--- src/crcsr_pkg.sv ---
// Constants, types and field layout for the CRC status and config-one register logic.
// Assumes a command decoder outside that presents one decoded register request per cycle.
// Function
// - Pause command during CRC sets suspended flag
// - Continue command clears the suspended flag
// - Suspended flag read-only, cleared by all resets
// - Abort CRC when end below start plus three
// - Abort flag cleared on good start, resets
// - Four config registers, volatile plus nonvolatile
// - Power-up and hardware reset load volatile
// - Control logic uses only volatile copies
// - Nonvolatile write updates both copies at once
// - Config reads return volatile contents, zero while busy
// - Write address picks nonvolatile or volatile
// - Config one readable at both addresses
// - Bits seven to four hold latency code
// - Bit one selects quad I/O mode
// - Factory default zero, reserved bits read zero
// - Status two read-only at its addresses
// - Busy flag while CRC is running or paused
// - Each latency cycle is one full SCK
package crcsr_pkg;
  localparam int ADDR_W = 24;
  localparam int ADDR_MEM_W = 18;
  // Register addresses for the generic register commands
  localparam logic [23:0] ADDR_SR2_NV = 24'h00_0001;
  localparam logic [23:0] ADDR_SR2_V = 24'h07_0001;
  localparam logic [23:0] ADDR_CR1_NV = 24'h00_0002;
  localparam logic [23:0] ADDR_CR1_V = 24'h07_0002;
  // Field positions
  localparam int SR2_SUSP_BIT = 4;
  localparam int SR2_ABRT_BIT = 3;
  localparam int CR1_QUAD_BIT = 1;
  localparam int CR1_LAT_LO = 4;
  // Writable bits of config one: latency code and quad
  localparam logic [7:0] CR1_WMASK = 8'hF2;
  localparam logic [7:0] CR_FACTORY = 8'h00;
  localparam logic [7:0] BYTE_ZERO = 8'h00;
  // Minimum span between end and start of a CRC range
  localparam logic [17:0] CRC_MIN_SPAN = 18'h0_0003;
  localparam int NUM_CR = 4;
  // Dedicated command codes presented by the decoder
  typedef enum logic [2:0] {
    CRCSR_CMD_NONE = 3'b000,
    CRCSR_CMD_WRITE_ANY = 3'b001,
    CRCSR_CMD_READ_ANY = 3'b010,
    CRCSR_CMD_READ_CR1 = 3'b011,
    CRCSR_CMD_READ_SR2 = 3'b100,
    CRCSR_CMD_CRC_START = 3'b101,
    CRCSR_CMD_CRC_PAUSE = 3'b110,
    CRCSR_CMD_CRC_CONT = 3'b111
  } crcsr_cmd_e;
  // One decoded register request
  typedef struct packed {
    logic valid;
    crcsr_cmd_e cmd;
    logic [23:0] addr;
    logic [7:0] wdata;
    logic [17:0] start_addr;
    logic [17:0] end_addr;
  } crcsr_req_s;
  // Read answer
  typedef struct packed {
    logic valid;
    logic hit;
    logic [7:0] data;
  } crcsr_rsp_s;
  // CRC engine sequence states
  typedef enum logic [1:0] {
    CRCSR_IDLE = 2'b00,
    CRCSR_RUN = 2'b01,
    CRCSR_PAUSED = 2'b10
  } crcsr_state_e;
endpackage

--- src/crcsr_cfg_copy.sv ---
// Volatile/nonvolatile pair for one configuration register.
// Assumes the nonvolatile store is retained outside reset; reload pulse comes from the top.
`timescale 1ns/1ps
`default_nettype none
module crcsr_cfg_copy
  import crcsr_pkg::*;
#(
  parameter logic [7:0] WMASK = 8'hFF
) (
  input wire logic clk,
  input wire logic reset_n,
  input wire logic reload,
  input wire logic wr_nv,
  input wire logic wr_v,
  input wire logic [7:0] wdata,
  output logic [7:0] vol_q,
  output logic [7:0] nv_q
);
  // Masked write value so reserved bits never store
  wire [7:0] wmasked = wdata & WMASK;
  logic [7:0] vol_ff;
  logic [7:0] nv_ff;
  wire [7:0] nxt_vol = reload ? nv_ff : ((wr_nv | wr_v) ? wmasked : vol_ff);
  wire [7:0] nxt_nv = wr_nv ? wmasked : nv_ff;

  // Nonvolatile copy; its reset value models the factory contents only
  always_ff @(posedge clk or negedge reset_n) begin
    if (!reset_n) begin
      nv_ff <= CR_FACTORY;
    end else begin
      nv_ff <= nxt_nv;
    end
  end

  // Volatile copy: loaded from the nonvolatile copy on reload
  always_ff @(posedge clk or negedge reset_n) begin
    if (!reset_n) begin
      vol_ff <= CR_FACTORY;
    end else begin
      vol_ff <= nxt_vol;
    end
  end

  assign vol_q = vol_ff;
  assign nv_q = nv_ff;

  AST_NV_WRITE_BOTH: assert property (@(posedge clk) disable iff (!reset_n)
    wr_nv && !reload |=> (vol_q == nv_q) && (nv_q == $past(wmasked)))
    else $error("nonvolatile write did not update both copies");
  AST_RELOAD: assert property (@(posedge clk) disable iff (!reset_n)
    reload |=> vol_q == $past(nv_q))
    else $error("reload did not copy nonvolatile value");
endmodule
`default_nettype wire

--- src/crcsr_top.sv ---
// Status-two CRC flags, config registers and read mux of the serial memory.
// Assumes requests come decoded, one per cycle, synchronous to clk.
`timescale 1ns/1ps
`default_nettype none
module crcsr_top
  import crcsr_pkg::*;
(
  input wire logic clk,
  input wire logic reset_n,
  input wire logic hw_reset_pulse,
  input wire logic sw_reset_pulse,
  input wire logic crc_done,
  input var crcsr_req_s req,
  output crcsr_rsp_s rsp,
  output logic busy_flag,
  output logic [3:0] read_latency_code,
  output logic quad_io_en,
  output logic crc_running,
  output logic crc_start_ok,
  output logic [7:0] status_reg_two
);
  // Decoded command strobes
  wire is_req = req.valid;
  wire cmd_wr = is_req && (req.cmd == CRCSR_CMD_WRITE_ANY);
  wire cmd_rd = is_req && (req.cmd == CRCSR_CMD_READ_ANY);
  wire cmd_rcr = is_req && (req.cmd == CRCSR_CMD_READ_CR1);
  wire cmd_rsr = is_req && (req.cmd == CRCSR_CMD_READ_SR2);
  wire cmd_start = is_req && (req.cmd == CRCSR_CMD_CRC_START);
  wire cmd_pause = is_req && (req.cmd == CRCSR_CMD_CRC_PAUSE);
  wire cmd_cont = is_req && (req.cmd == CRCSR_CMD_CRC_CONT);

  // Reset events that clear volatile status
  wire any_reset = hw_reset_pulse | sw_reset_pulse;

  // Address match helpers for config one and status two
  function automatic logic addr_is_cr1(input logic [23:0] a);
    addr_is_cr1 = (a == ADDR_CR1_NV) || (a == ADDR_CR1_V);
  endfunction
  function automatic logic addr_is_sr2(input logic [23:0] a);
    addr_is_sr2 = (a == ADDR_SR2_NV) || (a == ADDR_SR2_V);
  endfunction

  // CRC sequence state
  crcsr_state_e state_ff;
  crcsr_state_e nxt_state;
  logic susp_ff;
  logic abrt_ff;

  // Range test: end must reach at least start plus three
  wire [18:0] span_sum = {1'b0, req.start_addr} + {1'b0, CRC_MIN_SPAN};
  wire range_bad = {1'b0, req.end_addr} < span_sum;
  wire start_take = cmd_start && (state_ff == CRCSR_IDLE);
  wire start_good = start_take && !range_bad;
  wire start_fail = start_take && range_bad;
  wire pause_take = cmd_pause && (state_ff == CRCSR_RUN);
  wire cont_take = cmd_cont && (state_ff == CRCSR_PAUSED);
  // Config writes and config reads are ignored while the engine is busy
  wire idle_now = (state_ff == CRCSR_IDLE);

  // Next state of the CRC sequence
  always_comb begin
    nxt_state = state_ff;
    case (state_ff)
      CRCSR_IDLE: begin
        if (start_good) begin
          nxt_state = CRCSR_RUN;
        end
      end
      CRCSR_RUN: begin
        if (pause_take) begin
          nxt_state = CRCSR_PAUSED;
        end else if (crc_done) begin
          nxt_state = CRCSR_IDLE;
        end
      end
      CRCSR_PAUSED: begin
        if (cont_take) begin
          nxt_state = CRCSR_RUN;
        end
      end
      default: begin
        nxt_state = CRCSR_IDLE;
      end
    endcase
  end

  // State register; software or hardware reset returns to idle
  always_ff @(posedge clk or negedge reset_n) begin
    if (!reset_n) begin
      state_ff <= CRCSR_IDLE;
    end else begin
      state_ff <= any_reset ? CRCSR_IDLE : nxt_state;
    end
  end

  // Suspended flag: pause sets, continue clears, resets clear
  wire nxt_susp = any_reset ? 1'b0 : (pause_take ? 1'b1 : (cont_take ? 1'b0 : susp_ff));
  always_ff @(posedge clk or negedge reset_n) begin
    if (!reset_n) begin
      susp_ff <= 1'b0;
    end else begin
      susp_ff <= nxt_susp;
    end
  end

  // Aborted flag: bad range sets, good start clears, resets clear
  wire nxt_abrt = any_reset ? 1'b0 : (start_fail ? 1'b1 : (start_good ? 1'b0 : abrt_ff));
  always_ff @(posedge clk or negedge reset_n) begin
    if (!reset_n) begin
      abrt_ff <= 1'b0;
    end else begin
      abrt_ff <= nxt_abrt;
    end
  end

  // Busy only while the calculation executes, paused included
  assign busy_flag = (state_ff != CRCSR_IDLE);
  assign crc_running = (state_ff == CRCSR_RUN);
  assign crc_start_ok = start_good;

  // Status two: only the two flags, all other bits zero
  wire [7:0] sr2_val = (BYTE_ZERO | ({7'h00, susp_ff} << SR2_SUSP_BIT))
                     | ({7'h00, abrt_ff} << SR2_ABRT_BIT);
  assign status_reg_two = sr2_val;

  // Config one write decode; writes to status two fall through and are ignored
  wire cr1_wr_nv = cmd_wr && idle_now && (req.addr == ADDR_CR1_NV);
  wire cr1_wr_v = cmd_wr && idle_now && (req.addr == ADDR_CR1_V);

  // Volatile reload after power-up release and on hardware reset
  logic boot_ff;
  always_ff @(posedge clk or negedge reset_n) begin
    if (!reset_n) begin
      boot_ff <= 1'b1;
    end else begin
      boot_ff <= 1'b0;
    end
  end
  wire reload = boot_ff | hw_reset_pulse;

  // Four configuration register pairs; only config one has writable fields here
  logic [7:0] cr_vol [NUM_CR];
  genvar gi;
  generate
    for (gi = 0; gi < NUM_CR; gi++) begin : g_cr
      localparam logic [7:0] MASK_I = (gi == 0) ? CR1_WMASK : BYTE_ZERO;
      crcsr_cfg_copy #(
        .WMASK(MASK_I)
      ) u_copy (
        .clk(clk),
        .reset_n(reset_n),
        .reload(reload),
        .wr_nv((gi == 0) ? cr1_wr_nv : 1'b0),
        .wr_v((gi == 0) ? cr1_wr_v : 1'b0),
        .wdata(req.wdata),
        .vol_q(cr_vol[gi]),
        .nv_q()
      );
    end
  endgenerate

  // Control outputs derive from volatile contents only
  wire [7:0] cr1_vol = cr_vol[0];
  logic [3:0] lat_ff;
  logic quad_ff;
  always_ff @(posedge clk or negedge reset_n) begin
    if (!reset_n) begin
      lat_ff <= 4'h0;
      quad_ff <= 1'b0;
    end else begin
      lat_ff <= cr1_vol[CR1_LAT_LO +: 4];
      quad_ff <= cr1_vol[CR1_QUAD_BIT];
    end
  end
  // Latency counts whole SCK periods in the serial front end
  assign read_latency_code = lat_ff;
  assign quad_io_en = quad_ff;

  // Read mux: status two allowed while busy, config reads only when idle
  wire rd_sr2 = cmd_rsr || (cmd_rd && addr_is_sr2(req.addr));
  wire rd_cr1 = idle_now && (cmd_rcr || (cmd_rd && addr_is_cr1(req.addr)));
  wire rd_any = cmd_rsr || cmd_rcr || cmd_rd;
  wire [7:0] rd_mux = rd_sr2 ? sr2_val : (rd_cr1 ? cr1_vol : BYTE_ZERO);

  // Registered answer, one cycle after the request
  crcsr_rsp_s rsp_ff;
  always_ff @(posedge clk or negedge reset_n) begin
    if (!reset_n) begin
      rsp_ff <= '0;
    end else begin
      rsp_ff.valid <= rd_any;
      rsp_ff.hit <= rd_sr2 | rd_cr1;
      rsp_ff.data <= rd_mux;
    end
  end
  assign rsp = rsp_ff;

  AST_SUSP_SET: assert property (@(posedge clk) disable iff (!reset_n)
    pause_take && !any_reset |=> status_reg_two[SR2_SUSP_BIT] && !crc_running)
    else $error("pause did not set suspended flag");
  AST_SUSP_CLR: assert property (@(posedge clk) disable iff (!reset_n)
    cont_take && !any_reset |=> !status_reg_two[SR2_SUSP_BIT] && crc_running)
    else $error("continue did not clear suspended flag");
  AST_RST_CLR: assert property (@(posedge clk) disable iff (!reset_n)
    any_reset |=> status_reg_two == BYTE_ZERO && !busy_flag)
    else $error("reset did not clear status two");
  AST_ABORT: assert property (@(posedge clk) disable iff (!reset_n)
    start_fail && !any_reset |=> status_reg_two[SR2_ABRT_BIT] && !busy_flag)
    else $error("bad range did not abort");
  AST_ABORT_CLR: assert property (@(posedge clk) disable iff (!reset_n)
    start_good && !any_reset |=> !status_reg_two[SR2_ABRT_BIT] && busy_flag)
    else $error("good start did not clear abort flag");
  AST_RD_CR1: assert property (@(posedge clk) disable iff (!reset_n)
    rd_cr1 && !rd_sr2 |=> rsp.valid && rsp.data == $past(cr1_vol))
    else $error("config read did not return volatile contents");
  AST_RESERVED: assert property (@(posedge clk) disable iff (!reset_n)
    (cr1_vol & ~CR1_WMASK) == BYTE_ZERO && (status_reg_two & 8'hE7) == BYTE_ZERO)
    else $error("reserved bit read nonzero");
  AST_CTRL_VOL: assert property (@(posedge clk) disable iff (!reset_n)
    cr1_wr_v && !reload |=> ##1 quad_io_en == $past(req.wdata[CR1_QUAD_BIT], 2))
    else $error("control did not follow volatile write");
  AST_BUSY: assert property (@(posedge clk) disable iff (!reset_n)
    $rose(busy_flag) |-> $past(start_good))
    else $error("busy set without CRC start");
endmodule
`default_nettype wire

--- config.mk ---
export PLATFORM = sky130hd
export DESIGN_NAME = crcsr_top
export DESIGN_NICKNAME = d
export VERILOG_FILES = /design/src/crcsr_pkg.sv /design/src/crcsr_cfg_copy.sv /design/src/crcsr_top.sv
export SDC_FILE = /design/constraint.sdc
export NUM_CORES = 1
export LEC_CHECK = 0
export BUFFER_PORTS_ARGS = -buffer_cell sky130_fd_sc_hd__buf_2
export CAP_MARGIN = 20
export CORE_MARGIN = 3
export CORE_UTILIZATION = 30
export DETAILED_ROUTE_END_ITERATION = 8
export SLEW_MARGIN = 10
export SYNTH_ARGS = -nofsm -noshare
export SYNTH_HDL_FRONTEND = slang
export SYNTH_SLANG_ARGS = --single-unit
--- constraint.sdc ---
create_clock -name clk -period 5.6 [get_ports clk]
set_clock_uncertainty 0.05 [all_clocks]
set_input_delay 0.28 -clock clk [delete_from_list [all_inputs] [get_ports clk]]
set_output_delay 0.28 -clock clk [all_outputs]
set_load 0.02 [all_outputs]
=== Word-level counts from Yosys, hierarchy flattened ===
Cells that the tools add are included.

* Register bits after elaboration: 33
* Logic and storage cells: 81
* Input bits: 77
* Output and inout port bits: 26

* Add/sub/neg operators: 1
* Reductions and logical operators: 31
* Magnitude comparators: 1
* Muxes and demuxes: 16
* Eq/ne operators: 16
* Bitwise operators: 5

{| class="wikitable"
|+ Operators by type and width
! cell !! count
|-
| 24-bit by 19-bit == test with 1-bit output, second input constant || 2
|-
| 8-bit two-way mux || 4
|-
| 24-bit by 1-bit == test with 1-bit output, second input constant || 1
|-
| 24-bit by 2-bit == test with 1-bit output, second input constant || 1
|-
| 18-bit by 2-bit adder with 19-bit output, second input constant || 1
|-
| 18-bit by 19-bit < comparator with 1-bit output || 1
|-
| 1-bit logical AND || 18
|-
| 3-bit == test, second input constant || 4
|-
| 2-bit two-way mux || 5
|-
| 3-bit by 2-bit == test with 1-bit output, second input constant || 2
|-
| 1-bit logical OR || 6
|-
| 1-bit two-way mux || 6
|-
| 3-bit != test, second input constant || 2
|-
| 2-bit case mux with 3 select lines || 1
|-
| 3-bit nonzero test || 2
|-
| 5-bit by 4-bit bitwise OR with 5-bit output || 1
|-
| 4-bit != test, second input constant || 1
|-
| 1-bit bitwise OR || 4
|-
| 2-bit nonzero test || 2
|-
| 3-bit by 1-bit == test with 1-bit output, second input constant || 1
|-
| 3-bit AND reduction || 1
|-
| 2-bit by 1-bit == test with 1-bit output, second input constant || 1
|-
| 2-bit == test, second input constant || 1
|-
| 2-bit logical NOT || 1
|-
| 1-bit logical NOT || 1
|}

=== Logic depth before layout (Yosys ltp) ===
Gate-level depths: netlist of the first run.

* Word-level depth: 7
* Mapped depth: 12
* Gate-level depth less buffers: 12

=== By module ===
Synthesis of the first run repeated with hierarchy kept, for this count alone.

* Cell total of the unflattened synthesis: 216
* Area, all modules: 2,107.0 um2

{| class="wikitable"
|+ Modules (own cells, without submodules)
! module !! cells each !! seq. area each (um2) !! times used !! area each (um2)
|-
| crcsr_top || 171 || 501.7 || 1 || 1,601.5
|-
| crcsr_cfg_copy || 45 || 250.2 || 1 || 505.5
|}

=== Least setup slack after synthesis of the first run ===
OpenSTA, ideal clock, no wires.

* Path type: input to register
* From: input port req[18] in the netlist's numbering
* To: register abrt_ff
* Path buffers: 0
* Setup slack: 2.821 ns
* Stages on the path: 12
* Required time: 5.439 ns
* Library setup time: 0.111 ns
* Data arrival time: 2.617 ns
* Cells stage by stage: inv_1 -> ha_1 -> and4b_4 -> and4_4 -> nand3_1 -> xor2_1 -> ha_1 -> a21oi_1 -> nor3_1 -> a2111oi_4 -> a21oi_2 -> a2111oi_2

* Cells in the longest elaborated chain, start to end: 5
* Elaborated cells on any way between the ends: 8
* Classes of those cells: add/sub: 1; order compare: 1; mux: 2; reduce/logical: 4

{| class="wikitable"
|+ Ends and longest elaborated chain
! what !! line !! text
|-
| from (decl) || crcsr_top.sv:13 || <nowiki>input var crcsr_req_s req,</nowiki>
|-
| 18-bit by 2-bit adder with 19-bit output || crcsr_top.sv:50 || <nowiki>wire [18:0] span_sum = {1'b0, req.start_addr} + {1'b0, CRC_MIN_SPAN};</nowiki>
|-
| 18-bit by 19-bit < comparator with 1-bit output || crcsr_top.sv:51 || <nowiki>wire range_bad = {1'b0, req.end_addr} < span_sum;</nowiki>
|-
| 1-bit logical NOT || crcsr_top.sv:53 || <nowiki>wire start_good = start_take && !range_bad;</nowiki>
|-
| 1-bit logical AND || crcsr_top.sv:53 ||
|-
| named net crc_start_ok || crcsr_top.sv:19 || <nowiki>output logic crc_start_ok,</nowiki>
|-
| 3-bit nonzero test (no source line) || n/a ||
|-
| to (signal assigned) || crcsr_top.sv:112 || <nowiki>abrt_ff <= nxt_abrt;</nowiki>
|-
| to (decl) || crcsr_top.sv:47 || <nowiki>logic abrt_ff;</nowiki>
|}

The timed path passes the listed nets, and every way through them passes these cells.
A chain may end at the register's enable or synchronous reset.

=== Worst setup path in the final report of the first run ===
* From: input port req[18] in the netlist's numbering
* To: output port crc_start_ok

* Cells in the longest elaborated chain, start to end: 4

{| class="wikitable"
|+ Ends and longest elaborated chain
! what !! line
|-
| 18-bit by 2-bit adder with 19-bit output || crcsr_top.sv:50
|-
| 18-bit by 19-bit < comparator with 1-bit output || crcsr_top.sv:51
|-
| 1-bit logical NOT || crcsr_top.sv:53
|-
| 1-bit logical AND || crcsr_top.sv:53
|-
| to (decl) || crcsr_top.sv:19
|}

Every way passes these cells.

==> results_dict.tcl, run 1 <==
set metrics [dict create \
    rsz0062_at_grt "no" \
    viasPerCell 4.89 \
    reg2reg_to "g_cr[0].u_copy.vol_q[7]" \
    cts-resized-gates 0 \
    core_sq_um 6460 \
    nets 399 \
    crit_arrival_ns 2.90 \
    mostFrequentLayoutCell "buf_2" \
    io_buffers 91 \
    finalCriticalPeriod_ns 3.23 \
    tns_ns 0 \
    drtIter0Drc 30 \
    dp.final_hpwl_um 4130 \
    final_core_util_pct 40.4 \
    postSynthCellCount 212 \
    slew_violations 0 \
    initial_utilization_pct 31.5 \
    status "finished, final reports clean" \
    grt_pass1_wl_um 7380 \
    die_y_um 88.4 \
    holdBufCountCts 1 \
    cts_setup_buffers 0 \
    drt_first_pass_iters 4 \
    cts_buffers 3 \
    power_density_nw_per_um2 182 \
    synth.ff_latch_count 28 \
    critical_path_required_ns 5.27 \
    ant_nets 0 \
    grt_pass1_vias 1786 \
    grt_max_degree 29 \
    clock_latency_ns 0.27 \
    areaGrowthSynthToFinish_pct 28.0 \
    reg2reg_from "state_ff[1]" \
    slew_headroom_pct 60.3 \
    max_freq_mhz 309 \
    reg2reg_slack_ns 3.82 \
    finalHoldViolations 0 \
    die_w_um 88.4 \
    cp_max_fo 4 \
    die_area_sq_um 7810 \
    synth_cell_type_count 51 \
    drive_above_1_share_pct 35.0 \
    routedWlPerCell_um 12.7 \
    peakVddDrop_v 0.0000812 \
    setup_viol 0 \
    maxCapViolations 0 \
    path_clk_slew_ns 0.09 \
    num_rows 29 \
    cp-startpoint "req[18]" \
    synth_ff_type "dfrtp_1" \
    grt.overflow.total 0 \
    async_reset_ff_share_pct 100 \
    cts_root_buf "clkbuf_8" \
    worst_slew_pin_slew_ns 0.596 \
    diodes 0 \
    io_pins 103 \
    crit_chain "buf_2 > inv_1 > ha_1 > and4b_4 > and4_4 > xnor2_1 > ha_1 > nand4_1 > a2111oi_0 > o31ai_1 > a21oi_2 > buf_2" \
    synth-edff-count 0 \
    cp_slowest_stage_delay_ns 0.45 \
    seq_area_frac_synth_pct 34.5 \
    synth_area_sq_um 2040 \
    wl_um 4830 \
    critPathKind "primary input to output pin" \
    grt_usage_pct 11.9 \
    gp_congestion 0.835 \
    cp_slowest_cell "a2111oi_0" \
    clock_sinks 28 \
    yosysWarnings 0 \
    most-common-layout-cells "91 x buf_2, 27 x dfrtp_1, 20 x nand2_1" \
    rr_worst_depth 5 \
    cts_tree "yes" \
    cp-start-kind "primary input" \
    power_w 0.000473 \
    fin_crit_sh_pct 57.7 \
    num_vias 1859 \
    leakagePower_nw 1.29 \
    crit_path_end "crc_start_ok" \
    hp-class "primary input to flip-flop" \
    syn_avg_cell_area_sq_um 9.61 \
    route.detailed.drc 0 \
    cp-end-kind "output pin" \
    antenna_found_initial 0 \
    clockBufferDepth 2 \
    cts_max_level 1 \
]
==> cell families (layout without fill, tap and decap cells) <==
| kind of cell | count (synthesis) | count (layout) | synth area share, % |
|---|---|---|---|
| compound gates | 35 | 35 | 14.8 |
| flops | 28 | 28 | 34.5 |
| buf+inv | 21 | 104 | 6.02 |
| fa+ha+maj | 18 | 18 | 11.1 |
| xor+xnor | 16 | 16 | 6.88 |
| simple gates | 87 | 87 | 23.3 |
| other cells | 1 | 9 | 0.184 |
| mux | 6 | 6 | 3.26 |
==> sequential cells by signal (all words and copies together) (netlist names) <==
name	cells
rsp	8
g_cr.u_copy.nv_q	5
g_cr.u_copy.vol_q	5
read_latency_code	4
state_ff	2
abrt_ff	1
boot_ff	1
quad_io_en	1
susp_ff	1
==> worst min-delay path by stage <==
stage                          to           start  depth (start not counted)  slack (ns)
final                     abrt_ff  sw_reset_pulse                          2        0.14
after global routing      abrt_ff  sw_reset_pulse                          2        0.13
after CTS                 abrt_ff  sw_reset_pulse                          2        0.13
after detailed placement   rsp[7]         reset_n                          1        0.28
after global placement     rsp[7]         reset_n                          1        0.28
after floorplan           abrt_ff         reset_n                          0       -0.07
==> worst max-delay path, delay by kind of cell <==
kind,cells,cell delay (ns)
AND/OR/NAND/NOR,3,0.78
AO/OA/AOI/OAI,3,0.88
buffers and inverters,3,0.36
XOR/XNOR,1,0.07
adder cells (fa/ha/maj),2,0.53
==> layer usage <==
layer  vias up  share of wire (%)  track usage, %
li1        938                  -               -
met1       843                 41            13.3
met2        76                 50            22.6
met3         2                8.5            2.14
met4         0               0.52            3.85
met5         -                  0               0
==> cells in the mapped netlist (all sizes together), types with 5 or more instances <==
cell type  count  area, sq um
buf           13         92.6
nor4           6         37.5
o221a          6         67.6
or2            5         31.3
inv            8         30.0
mux2           5         56.3
nor3          11         66.3
nor2          14         52.6
and2           6         37.5
dfrtp         27          676
nand2         20         75.1
nand3          8         40.0
xor2          11         96.3
xnor2          5         43.8
ha            18          225
a21oi         10         53.8
==> per-stage QoR <==
| stage | instances | hold WS (ns) | setup slack [ns] | area (sq um) |
|---|---|---|---|---|
| floorplan | 220 | -0.0656 | 2.82 | 2070 |
| global placement | 375 | 0.275 | 2.40 | 2530 |
| detailed placement | 375 | 0.278 | 2.33 | 2530 |
| CTS | 380 | 0.131 | 2.32 | 2610 |
| global route | 380 | 0.133 | 2.21 | 2610 |
| finish | 380 | 0.137 | 2.37 | 2610 |
==> power by group <==
part	switching (W)	internal, W
Clock	0.0000624	0.0000957
Combinational	0.0000582	0.0000471
Sequential	0.00000219	0.000208
Total	0.000123	0.000351
==> layout make-up <==
| cell class | instances | area, sq um |
|---|---|---|
| inverters | 8 | 30.0 |
| flip-flops and latches | 28 | 702 |
| fillers | 676 | 3850 |
| repair buffers | 92 | 465 |
| clock buffers | 3 | 41.3 |
| well taps | 77 | 96.3 |
| multi-input cells | 171 | 1240 |
| clock inverters | 1 | 30.0 |
Note: power is estimated with default switching activity, not from simulation.
==> inputs of run 2 (changes only) <==
Clock period 5.6 ns to 3.26 ns, I/O delays scaled along.
==> run 2 against run 1 <==
Effect of this change:
- setup slack worse by 2.0 ns
- global-route usage increased by 0.39 points
- non-clock buffer count did not move
- routed wire length increased by 2.0%
- sequential power grew 72%
- final cell count stayed put
==> results_dict.tcl, run 2 (synthesis gave the netlist of run 1 again) <==
set metrics [dict create \
    most-common-layout-cells "91 x buf_2, 27 x dfrtp_1, 20 x nand2_1" \
    clock_sinks 28 \
    die_w_um 88.4 \
    gp_congestion 0.827 \
    areaGrowthSynthToFinish_pct 28.0 \
    critical_path_required_ns 3.05 \
    crit_arrival_ns 2.72 \
    whs_endpoint "abrt_ff" \
    largest_reg_flops 8 \
    drive_above_1_share_pct 35.0 \
    wl_met3_um 410 \
    mostFrequentLayoutCell "buf_2" \
    drt_first_pass_iters 4 \
    cp-start-kind "primary input" \
    leakagePower_nw 1.29 \
    hp-class "primary input to flip-flop" \
    io_buffers 91 \
    finalHoldViolations 0 \
    grt_pass1_wl_um 7510 \
    ant_nets 0 \
    routedWlPerCell_um 13.0 \
    highest_layer "met4" \
    tns_ns 0 \
    die_area_sq_um 7810 \
    num_vias 1881 \
    wl_met2_um 2450 \
    fin_crit_sh_pct 90.0 \
    slew_headroom_pct 59.5 \
    nets 399 \
    grt_max_degree 29 \
    drtIter0Drc 45 \
    wl_um 4930 \
    setup_viol 0 \
    grt_pass1_vias 1774 \
    min_path_cells 2 \
    hp-start "sw_reset_pulse" \
    finalCriticalPeriod_ns 2.93 \
    slew_violations 0 \
    max_freq_mhz 341 \
    maxCapViolations 0 \
    cts_buffers 3 \
    cts_max_level 1 \
    dp_slack_ns 0.278 \
    initial_utilization_pct 31.5 \
    worst_slew_pin_slew_ns 0.608 \
    io_pins 103 \
    critPathKind "primary input to output pin" \
    route.detailed.drc 0 \
    status "finished, final reports clean" \
    reg2reg_slack_ns 1.40 \
    grt.overflow.total 0 \
    grt_usage_pct 12.3 \
    cts_tree "yes" \
    viasPerCell 4.95 \
    num_rows 29 \
    dp.final_hpwl_um 4220 \
    layout_setup_ws_ns 0.327 \
    cts-resized-gates 0 \
    diodes 0 \
    die_y_um 88.4 \
    rsz0062_at_grt "no" \
    cp_max_fo 4 \
    drt-met1-wl_um 1980 \
    core_sq_um 6460 \
    rr_worst_depth 5 \
    reg2reg_from "state_ff[1]" \
    cts_root_buf "clkbuf_8" \
    reg2reg_to "g_cr[0].u_copy.vol_q[7]" \
    clock_latency_ns 0.28 \
    cp-end-kind "output pin" \
    peakVddDrop_v 0.000114 \
    antenna_found_initial 0 \
    path_clk_slew_ns 0.09 \
    power_density_nw_per_um2 314 \
    clockBufferDepth 2 \
]
run 2: cell counts in the layout (fill, tap and decap cells not counted):
Identical to the previous run, type by type.
run 2: worst max path at each step:
stage                   end     from  slack [ns]  depth (start not counted)
2_1_floorplan       abrt_ff  req[18]        0.60                         12
3_3_place_gp   crc_start_ok  req[18]        0.36                         12
3_5_place_dp   crc_start_ok  req[18]        0.28                         12
4_1_cts        crc_start_ok  req[18]        0.27                         12
5_1_grt        crc_start_ok  req[18]         0.1                         12
6_report       crc_start_ok  req[18]        0.33                         12
run 2: repair_timing:
item,CTS,global route
hold endpoints to repair,27,0
hold buffers,1,0
setup buffers,0,0
run 2: power breakdown:
group          switching, W  leakage [nW]  internal [W]
registers        0.00000372         0.378      0.000357
clock network      0.000111        0.0357      0.000165
logic              0.000101         0.879     0.0000814
total              0.000215          1.29      0.000603
run 2: layer usage:
layer  GRT usage (%)  up-vias
li1                -      943
met5               0        -
met4            4.95        0
met3            2.23        5
met2            23.2       75
met1            13.4      858
run 2: layout make-up:
type | instances | area (sq um)
Tap cell | 77 | 96.3
Fill cell | 677 | 3850
Clock inverter | 1 | 30.0
Clock buffer | 3 | 41.3
Timing Repair Buffer | 92 | 465
Multi-Input combinational cell | 171 | 1240
Sequential cell | 28 | 702
Inverter | 8 | 30.0
run 2: metrics by stage:
step                cell area [sq um]  cells  power [W]  hold WS (ns)  utilization, %
finish                           2610    380   0.000818        0.0183            40.4
global route                     2610    380   0.000861        0.0238            40.4
CTS                              2610    380   0.000827        0.0157            40.4
detailed placement               2530    375   0.000550         0.159            39.1
global placement                 2530    375   0.000547         0.159            39.1
floorplan                        2070    220   0.000470        -0.183               -
run 2: critical path: stages:
cell	delay, ns
buf_2	0.10
inv_1	0.04
ha_1	0.22
and4b_4	0.36
and4_4	0.25
xnor2_1	0.07
ha_1	0.31
nand4_1	0.14
a2111oi_0	0.42
o31ai_1	0.17
a21oi_2	0.25
buf_2	0.21
